<file path="src/pecr_pkg.sv">
// package: offsets, fields and reset values of the extended capability registers
// Summary of operation
// - capture header words 2..4 of first uncorrectable error; read-only, sticky, reset zero
// - serial capability header identifier bits 15:0 read 0x3
// - both capability headers report version 0x1 in bits 19:16
// - serial header next pointer bits 31:20 lock-writable, resets zero
// - serial number low word at 0x184, lock-writable, sticky, resets zero
// - serial number high word at 0x188, lock-writable, sticky, resets zero
// - channel capability header identifier bits 15:0 read 0x2
// - channel header next pointer bits 31:20 lock-writable, resets zero
// - extended channel count bits 2:0 reads zero
// - low-priority channel count bits 6:4 reads zero
// - arbitration time reference bits 9:8 reads zero
// - arbitration entry size bits 11:10 reads 0x2 upstream, 0x0 downstream
// - entry size codes: 0 one-bit, 1 two-bit, 2 four-bit, 3 eight-bit
package pecr_pkg;
  localparam logic [11:0] PECR_OFF_HDR2 = 12'h120;
  localparam logic [11:0] PECR_OFF_HDR3 = 12'h124;
  localparam logic [11:0] PECR_OFF_HDR4 = 12'h128;
  localparam logic [11:0] PECR_OFF_SNCAP = 12'h180;
  localparam logic [11:0] PECR_OFF_SNLO = 12'h184;
  localparam logic [11:0] PECR_OFF_SNHI = 12'h188;
  localparam logic [11:0] PECR_OFF_VCCAP = 12'h200;
  localparam logic [11:0] PECR_OFF_PVC1 = 12'h204;
  localparam logic [15:0] PECR_SN_CAP_ID = 16'h0003;
  localparam logic [15:0] PECR_VC_CAP_ID = 16'h0002;
  localparam logic [3:0] PECR_CAP_VER = 4'h1;
  localparam logic [11:0] PECR_NXT_RST = 12'h000;
  localparam logic [31:0] PECR_WORD_RST = 32'h00000000;
  localparam int PECR_ID_LSB = 0;
  localparam int PECR_VER_LSB = 16;
  localparam int PECR_NXT_LSB = 20;
  localparam int PECR_EVC_LSB = 0;
  localparam int PECR_LPEVC_LSB = 4;
  localparam int PECR_TREF_LSB = 8;
  localparam int PECR_ESIZE_LSB = 10;
  localparam logic [2:0] PECR_EVC_CNT = 3'h0;
  localparam logic [2:0] PECR_LPEVC_CNT = 3'h0;
  localparam logic [1:0] PECR_TREF = 2'h0;
  typedef enum logic [1:0]
  {
    PECR_ESZ_1BIT = 2'h0,
    PECR_ESZ_2BIT = 2'h1,
    PECR_ESZ_4BIT = 2'h2,
    PECR_ESZ_8BIT = 2'h3
  } pecr_esize_t;
  localparam pecr_esize_t PECR_ESIZE_UP = PECR_ESZ_4BIT;
  localparam pecr_esize_t PECR_ESIZE_DOWN = PECR_ESZ_1BIT;
endpackage

</file>
<file path="src/pecr_log_if.sv">
// interface: error header capture strobe and words into the sticky log
`timescale 1ns/1ns
interface pecr_log_if;
  logic capture;
  logic [31:0] word2;
  logic [31:0] word3;
  logic [31:0] word4;
  logic [95:0] held;
  modport src (output capture, output word2, output word3, output word4, input held);
  modport log (input capture, input word2, input word3, input word4, output held);
endinterface

</file>
<file path="src/pecr_hdr_log.sv">
// module: sticky capture of header words 2..4 for the first uncorrectable error
`timescale 1ns/1ns
module pecr_hdr_log
(
  input wire logic pclk,
  input wire logic porst_n,
  input wire logic clear_first,
  pecr_log_if.log lg
);
  import pecr_pkg::*;
  typedef struct packed
  {
    logic armed_done;
    logic [95:0] words;
  } pecr_log_st_t;
  pecr_log_st_t s_q;
  pecr_log_st_t s_d;
  always_comb
  begin
    s_d = s_q;
    // only the first error is logged until the first-error state is released
    // a capture in the release cycle wins, so no error slips past the rearm
    if (lg.capture && (!s_q.armed_done || clear_first))
    begin
      s_d.words = {lg.word4, lg.word3, lg.word2};
      s_d.armed_done = 1'b1;
    end
    else if (clear_first)
    begin
      s_d.armed_done = 1'b0;
    end
  end
  // power-on reset only: the log is sticky across ordinary resets
  always_ff @(posedge pclk or negedge porst_n)
  begin
    if (!porst_n)
    begin
      s_q <= '0;
    end
    else
    begin
      s_q <= s_d;
    end
  end
  assign lg.held = s_q.words;
  a_first_kept: assert property (@(posedge pclk) disable iff (!porst_n)
    s_q.armed_done && !clear_first |=> $stable(s_q.words))
    else $error("header log changed after first error");
  a_capture_taken: assert property (@(posedge pclk) disable iff (!porst_n)
    lg.capture && (!s_q.armed_done || clear_first)
    |=> s_q.words[31:0] == $past(lg.word2) && s_q.words[95:64] == $past(lg.word4))
    else $error("header words not captured");
endmodule // pecr_hdr_log

</file>
<file path="src/pecr_regs.sv">
// module: apb slave for error header log, serial number and channel capability registers
//
// Local design decision: the APB slave port.
`timescale 1ns/1ns
module pecr_regs
#(
  parameter bit UPSTREAM = 1'b1
)
(
  input wire logic pclk,
  input wire logic presetn,
  input wire logic porst_n,
  input wire logic cfg_lock,
  input wire logic err_capture,
  input wire logic [31:0] err_word2,
  input wire logic [31:0] err_word3,
  input wire logic [31:0] err_word4,
  input wire logic err_release,
  input wire logic psel,
  input wire logic penable,
  input wire logic pwrite,
  input wire logic [11:0] paddr,
  input wire logic [31:0] pwdata,
  input wire logic [3:0] pstrb,
  output logic [31:0] prdata,
  output logic pready,
  output logic pslverr
);
  import pecr_pkg::*;
  typedef struct packed
  {
    logic [11:0] sn_nxt;
    logic [11:0] vc_nxt;
    logic [31:0] sn_lo;
    logic [31:0] sn_hi;
  } pecr_sticky_t;
  typedef struct packed
  {
    logic lock;
    logic [31:0] rdata;
    logic ready;
    logic err;
  } pecr_bus_t;
  pecr_sticky_t st_q;
  pecr_sticky_t st_d;
  pecr_bus_t b_q;
  pecr_bus_t b_d;
  pecr_log_if lg ();
  logic lock_s1_q;
  logic acc;
  logic hit;
  logic [31:0] rd;
  logic [31:0] wmask;
  pecr_esize_t esize;
  assign lg.capture = err_capture;
  assign lg.word2 = err_word2;
  assign lg.word3 = err_word3;
  assign lg.word4 = err_word4;
  pecr_hdr_log pecr_hdr_log_inst
  (
    .pclk(pclk),
    .porst_n(porst_n),
    .clear_first(err_release),
    .lg(lg)
  );
  assign esize = UPSTREAM ? PECR_ESIZE_UP : PECR_ESIZE_DOWN;
  assign acc = psel && penable && !b_q.ready;
  always_comb
  begin
    rd = 32'h00000000;
    hit = 1'b1;
    case (paddr)
      PECR_OFF_HDR2: rd = lg.held[31:0];
      PECR_OFF_HDR3: rd = lg.held[63:32];
      PECR_OFF_HDR4: rd = lg.held[95:64];
      PECR_OFF_SNCAP:
      begin
        rd[PECR_ID_LSB +: 16] = PECR_SN_CAP_ID;
        rd[PECR_VER_LSB +: 4] = PECR_CAP_VER;
        rd[PECR_NXT_LSB +: 12] = st_q.sn_nxt;
      end
      PECR_OFF_SNLO: rd = st_q.sn_lo;
      PECR_OFF_SNHI: rd = st_q.sn_hi;
      PECR_OFF_VCCAP:
      begin
        rd[PECR_ID_LSB +: 16] = PECR_VC_CAP_ID;
        rd[PECR_VER_LSB +: 4] = PECR_CAP_VER;
        rd[PECR_NXT_LSB +: 12] = st_q.vc_nxt;
      end
      PECR_OFF_PVC1:
      begin
        rd[PECR_EVC_LSB +: 3] = PECR_EVC_CNT;
        rd[PECR_LPEVC_LSB +: 3] = PECR_LPEVC_CNT;
        rd[PECR_TREF_LSB +: 2] = PECR_TREF;
        rd[PECR_ESIZE_LSB +: 2] = esize;
      end
      default: hit = 1'b0;
    endcase
  end
  always_comb
  begin
    wmask = {{8{pstrb[3]}}, {8{pstrb[2]}}, {8{pstrb[1]}}, {8{pstrb[0]}}};
    st_d = st_q;
    b_d = b_q;
    b_d.lock = lock_s1_q;
    b_d.ready = acc;
    b_d.err = acc && !hit;
    if (acc && !pwrite)
    begin
      b_d.rdata = rd;
    end
    // locked writes are dropped without an error, like read-only fields
    if (acc && pwrite && !b_q.lock)
    begin
      case (paddr)
        PECR_OFF_SNCAP:
        begin
          if (pstrb[2])
          begin
            st_d.sn_nxt[3:0] = pwdata[23:20];
          end
          if (pstrb[3])
          begin
            st_d.sn_nxt[11:4] = pwdata[31:24];
          end
        end
        PECR_OFF_VCCAP:
        begin
          if (pstrb[2])
          begin
            st_d.vc_nxt[3:0] = pwdata[23:20];
          end
          if (pstrb[3])
          begin
            st_d.vc_nxt[11:4] = pwdata[31:24];
          end
        end
        PECR_OFF_SNLO: st_d.sn_lo = (st_q.sn_lo & ~wmask) | (pwdata & wmask);
        PECR_OFF_SNHI: st_d.sn_hi = (st_q.sn_hi & ~wmask) | (pwdata & wmask);
        default: st_d = st_q;
      endcase
    end
  end
  // sticky state only clears on power-on reset
  always_ff @(posedge pclk or negedge porst_n)
  begin
    if (!porst_n)
    begin
      st_q <= '0;
    end
    else
    begin
      st_q <= st_d;
    end
  end
  always_ff @(posedge pclk or negedge presetn)
  begin
    if (!presetn)
    begin
      lock_s1_q <= 1'b1;
      b_q <= '{lock: 1'b1, rdata: 32'h00000000, ready: 1'b0, err: 1'b0};
    end
    else
    begin
      lock_s1_q <= cfg_lock;
      b_q <= b_d;
    end
  end
  assign prdata = b_q.rdata;
  assign pready = b_q.ready;
  assign pslverr = b_q.err;
  a_sn_capability_identifier: assert property (@(posedge pclk) disable iff (!presetn)
    acc && !pwrite && paddr == PECR_OFF_SNCAP |=> prdata[19:0] == 20'h10003)
    else $error("serial header id or version wrong");
  a_vc_capability_identifier: assert property (@(posedge pclk) disable iff (!presetn)
    acc && !pwrite && paddr == PECR_OFF_VCCAP |=> prdata[19:0] == 20'h10002)
    else $error("channel header id or version wrong");
  a_pvc_fields: assert property (@(posedge pclk) disable iff (!presetn)
    acc && !pwrite && paddr == PECR_OFF_PVC1 |=>
    prdata == (UPSTREAM ? 32'h00000800 : 32'h00000000))
    else $error("port channel capability word wrong");
  // power-on reset clears sticky state on purpose, so it is left out here
  a_lock_hold: assert property (@(posedge pclk) disable iff (!presetn || !porst_n)
    b_q.lock |=> $stable(st_q))
    else $error("lock-writable field changed while locked");
  a_lo_write: assert property (@(posedge pclk) disable iff (!presetn || !porst_n)
    acc && pwrite && !b_q.lock && paddr == PECR_OFF_SNLO && pstrb == 4'hF
    |=> st_q.sn_lo == $past(pwdata))
    else $error("serial low word not written");
  a_hi_write: assert property (@(posedge pclk) disable iff (!presetn || !porst_n)
    acc && pwrite && !b_q.lock && paddr == PECR_OFF_SNHI && pstrb == 4'hF
    |=> st_q.sn_hi == $past(pwdata))
    else $error("serial high word not written");
  a_nxt_read: assert property (@(posedge pclk) disable iff (!presetn || !porst_n)
    acc && !pwrite && paddr == PECR_OFF_VCCAP |=> prdata[31:20] == $past(st_q.vc_nxt))
    else $error("channel next pointer read wrong");
  a_ready_one: assert property (@(posedge pclk) disable iff (!presetn)
    pready |=> !pready)
    else $error("pready held longer than one cycle");
  a_sn_nxt_read: assert property (@(posedge pclk) disable iff (!presetn || !porst_n)
    acc && !pwrite && paddr == PECR_OFF_SNCAP |=> prdata[31:20] == $past(st_q.sn_nxt))
    else $error("serial next pointer read wrong");
  a_lo_read: assert property (@(posedge pclk) disable iff (!presetn || !porst_n)
    acc && !pwrite && paddr == PECR_OFF_SNLO |=> prdata == $past(st_q.sn_lo))
    else $error("serial low word read wrong");
  a_hdr_read: assert property (@(posedge pclk) disable iff (!presetn || !porst_n)
    acc && !pwrite && paddr == PECR_OFF_HDR3 |=> prdata == $past(lg.held[63:32]))
    else $error("header log word read wrong");
  a_unmapped_err: assert property (@(posedge pclk) disable iff (!presetn)
    acc && !hit |=> pready && pslverr)
    else $error("unmapped access without error response");
  a_ro_write: assert property (@(posedge pclk) disable iff (!presetn || !porst_n)
    acc && pwrite && paddr == PECR_OFF_PVC1 |=> $stable(st_q))
    else $error("read-only write changed state");
endmodule // pecr_regs

</file>
<file path="config.mk">
export PLATFORM = sky130hd
export DESIGN_NAME = pecr_regs
export DESIGN_NICKNAME = d
export VERILOG_FILES = /design/src/pecr_pkg.sv /design/src/pecr_log_if.sv /design/src/pecr_hdr_log.sv /design/src/pecr_regs.sv
export SDC_FILE = /design/constraint.sdc
export NUM_CORES = 1
export LEC_CHECK = 0
export BUFFER_PORTS_ARGS = -buffer_cell sky130_fd_sc_hd__buf_4
export CAP_MARGIN = 10
export CORE_UTILIZATION = 50
export DETAILED_ROUTE_END_ITERATION = 10
export PLACE_DENSITY = 0.85
export SYNTH_ARGS = -nofsm -noshare
export SYNTH_HDL_FRONTEND = slang
export SYNTH_SLANG_ARGS = --single-unit
</file>
<file path="constraint.sdc">
create_clock -name pclk -period 2 [get_ports pclk]
set_input_delay 0.4 -clock pclk [delete_from_list [all_inputs] [get_ports pclk]]
set_output_delay 0.4 -clock pclk [all_outputs]
set_load 0.1 [all_outputs]
</file>
After elaboration in Yosys (flattened, before gate mapping) --
Index checks and enable logic that the tools add are counted. W data, S select, Z words.
Word-level totals: input port bits 153, bits in latches 0, register bits after elaboration 221, logic and storage cells 57, output and inout port bits 34, RAM bits 0, ROM bits 0, memories kept 0
Operators by class: bitwise gates (word level) 6, reductions and logical operators 21, shifts and indexed selects 0, div/mod/pow operators 0, multiply operators 0, add/subtract/negate cells 0, equal/unequal tests 8, order comparisons 0, mux-type cells 9
Operators with widths (count):
- $pmux W20 S7 | 1
- $and A32 B32 Y32 | 3
- $eq A12 B9 Y1 const B | 6
- $or A32 B32 Y32 | 2
- $not A32 Y32 | 1
- $eq A12 B10 Y1 const B | 2
- $pmux W4 S6 | 1
- $pmux W3 S7 | 1
- $pmux W3 S5 | 1
- $reduce_and A3 Y1 | 4
- $pmux W1 S5 | 2
- $reduce_or A8 Y1 | 1
- $logic_and A1 B1 Y1 | 7
- $logic_not A1 Y1 | 5
- $reduce_and A2 Y1 | 2
- $mux W1 | 3
- $reduce_bool A2 Y1 | 1
- $logic_or A1 B1 Y1 | 1

Depth between registers and ports, before layout --
word-level depth 5, gate-level depth with buffers 8, depth with buffers taken out 5

Hierarchy --
A second synthesis with hierarchy kept.
Second synthesis, totals: cells, all modules 856, area total of the unflattened synthesis 10839.1 um^2
Modules (own cells, without submodules):
- pecr_regs | cells an instance 554, times used 1, seq. area each 3105.5 um^2, area an instance 6352.3 um^2
- pecr_hdr_log | cells an instance 302, times used 1, seq. area each 2427.3 um^2, area an instance 4486.8 um^2

Least setup slack after synthesis --
OpenSTA, ideal clock, no wires.
path type flip-flop to flip-flop, start point register b_q (netlist bit pready), end point register st_q[80] (netlist name), path slack -580 ps, clock period less this slack 2580 ps, buffers on the path 0, required time 1875 ps, cell stages (with the launch flop) 6, arrival time 2455 ps, setup time 125 ps, path through dfrtp_1 nand3b_1 nor3b_1 nand2_1 nor2_2 mux2_2
Between the ends: word-level cells in the longest chain between the ends 5
RTL lines:
- from (decl) | RTL line pecr_regs.sv:46 | pecr_bus_t b_q;
- from (signal assigned) | RTL line pecr_regs.sv:161 | b_q <= '{lock: 1'b1, rdata: 32'h00000000, ready: 1'b0, err: 1'b0};
- $logic_not A1 Y1 | RTL line pecr_regs.sv:67 | assign acc = psel && penable && !b_q.ready;
- $logic_and A1 B1 Y1 | RTL line pecr_regs.sv:67
- $logic_and A1 B1 Y1 (2 in series) | RTL line pecr_regs.sv:113 | if (acc && pwrite && !b_q.lock)
- $reduce_and A3 Y1 (no line)
- to (signal assigned) | RTL line pecr_regs.sv:153 | st_q <= st_d;
- to (decl) | RTL line pecr_regs.sv:44 | pecr_sticky_t st_q;
Every way passes these cells. A chain may end at the register's enable or synchronous reset.

==> out/qor.txt <==
Status - finished, final reports clean
Final Hold Viols - 0
Critical-path maximum fanout - 8
Area growth, synth to finish - 29.91%
Hold Path End - pecr_hdr_log_inst.lg.held[4]
Grt total ovfl - 0
Vert. Die Dim - 143.4 um
Setup TNS Final - 0 ps
CP startpoint kind - register
Top cell type's share of synthesized area - 54.85%
DRC - 0
Layout cells sized above 1 - 51.53%
Wirelength per Cell - 22.58 um
DR iter-0 viols - 625
# IOs - 187
Gr usage total - 27.90%
Number of enable flip-flop cells after synthesis - 0
Worst-Skew Late Latency - 510 ps
Syn_area_per_cell - 13.11 um^2
Hold path cells - 2
Cell Chain, Critical Path - nand3b_1 > nor3b_4 > buf_12 > nand2_2 > nor2_4 > buf_12 > mux2_2
Final core utilization - 66.47%
Final WL - 28130 um
Most used cell, CP - buf_12
CP peak stage delay - 460 ps
CP max-delay cell - dfrtp_4
Post-Syn Nets - 915
Number of distinct library cells after synthesis - 48
Post-synthesis instance total - 762
Initial Util - 51.17%
Clock sinks - 221
Critical R2R Launch - pready
Worst slew margin - 64.31%
Leading area contributor after synthesis - dfrtp_1
First-pass GRT wire length - 42970 um
CTS tree - done
M3 GR Usage - 6.298%
Commonest cells post-synth - 219 x dfrtp_1, 182 x mux2_2, 57 x a22oi_1, 39 x nand2_1, 38 x nor2_1
Critical Path AT - 2360 ps
Ys async rst share - 100.0%
Yosys reg bits - 221
Die area - 20550 um^2
Die W - 143.4 um
IO Port Bufs - 186
Hold path start - err_word2[4]
Row cnt - 51
Post-synth top flop - dfrtp_1
Syn Std Cell Area - 9991 um^2
Area contributors post-synth - dfrtp_1 55%, mux2_2 21%, a22oi_1 4.3%
Layout Nets - 1118
Initial antenna violation count - 1
RSZ-0062 raised after global routing - true
Vias post-DR - 7482
Fin crit share - 98.61%
CP endpoint kind - register
Worst reg2reg path depth - 7
Max Freq - 507.1 MHz
Vias per cell - 6.005
Max-slew violation count - 0
Final Wtd Congestion - 0.8433
Worst min-delay path category - input pin to register
Worst EP required - 2390 ps
Core area - 19530 um^2
CTS max path bufs - 3
Final ANT Viol Nets - 0
Largest net degree at the start of global routing - 51
Post-DP HPWL - 19720 um
Top-count cell post-synth - dfrtp_1
GR Util met2 - 44.36%
Minimum clock period - 1972 ps
1st-pass router iterations - 6
Critical path type - register to register
H-tree depth - 1
Met1 Usage GRT - 36.27%
Max_cap viols - 0
Final setup viols - 0
Register area share after synthesis - 55.38%
Vias in the first global route - 7822
Grt peak-use layer - met2
Worst reg-to-reg setup slack - 30 ps
FILL cells - 1427
Final Skew - 9.356 ps
Hold Slack - 119.8 ps
Total CTS buffers - 24
VDD IR max - 525.8 uV
Synth warnings - 0
Root Buffer - clkbuf_16
Reg clk slew, reported paths - 60 ps
Leakage - 5.880 nW
Worst slew pin tran - 535.4 ps
Power density cells - 804.0 nW/um^2
worst max-delay path by stage:
stage / from / end / slack (ps) / depth (start not counted)
2_1_floorplan: pready / register / -110 / 5
3_3_place_gp: paddr[5] / st_q[64] / -90 / 6
3_5_place_dp: paddr[5] / prdata[19] / -170 / 8
4_1_cts: pready / st_q[86] / 30 / 7
5_1_grt: pready / register / -50 / 7
6_report: pready / register / 30 / 7
area by class of cell:
cell class | count | area (um^2) | area share (%)
clock buffer | 36 | 706.9 | 5.447
clock inverter | 5 | 32.53 | 0.2507
multi-input combinational | 461 | 4140 | 31.90
inverter | 1 | 3.754 | 0.02892
timing repair buffer | 256 | 2225 | 17.14
tap | 265 | 331.6 | 2.555
sequential | 221 | 5537 | 42.66
antenna | 1 | 2.502 | 0.01928
layout by cell type, fill, tap and decap left out, types with 3 or more instances in the layout:
cell type / n
clkbuf_1: 7
nor2_1: 37
mux2_4: 13
o21ai_0: 3
nor2_4: 6
nor2_8: 4
o2bb2ai_1: 11
clkbuf_16: 25
nand4_1: 3
mux2i_1: 3
dfrtp_1: 218
nand2_2: 5
clkbuf_8: 4
and3_1: 8
a21oi_1: 28
a211oi_1: 6
nand2_1: 34
buf_12: 23
a221oi_1: 7
a32oi_1: 11
buf_4: 228
clkinv_2: 3
dlygate4sd3_1: 3
nand3_4: 3
nor4b_4: 5
a22oi_1: 57
mux2_2: 169
a222oi_1: 17
cell families after synthesis:
logic type,count (synthesis),share of synthesized area [%]
DFF,221,55.38
muxes,187,21.04
AOI/OAI and AO/OA,148,11.08
and+or+nand+nor,125,7.877
buffers and inverters,81,4.621
metrics by stage:
step                      power, mW  cell area (um^2)  worst slack [ps]  std cells
after global routing          10.75             12980            -48.94       1246
after global placement        6.301             12170            -91.04       1199
after CTS                     10.48             12970             30.71       1244
final                         10.43             12980             27.82       1246
after detailed placement      6.349             12170            -170.8       1199
after floorplan               5.734             10100            -106.2        762
per-layer routing:
metal  share of wire (%)  up-vias
met2                  47      398
met1                  40     3771
met5                   0        -
met4                 4.7        0
li1                    -     3218
met3                 8.2       95
power by group:
part,total (mW),leakage [nW],switching [mW],internal (mW)
combinational,1.30,2.67,0.697,0.607
sequential,4.99,2.84,0.192,4.80
clock,4.14,0.365,1.71,2.43
total,10.4,5.88,2.60,7.84
worst max-delay path: cells and delay by family, from the launching register on:
kind | cells | cell delay [ps]
buffers and inverters | 2 | 300
flip-flops | 1 | 460
multiplexers | 1 | 330
AND/OR/NAND/NOR | 4 | 760
repair_timing:
item	CTS	global route
gates cloned	0	1
endpoints found under the hold margin	77	0
resized for setup	2	1
hold buffers	3	0
endpoints found under the setup margin	15	46
pin swaps	1	4
buffers inserted	1	0
No activity file was read; power rests on OpenSTA's default activity.
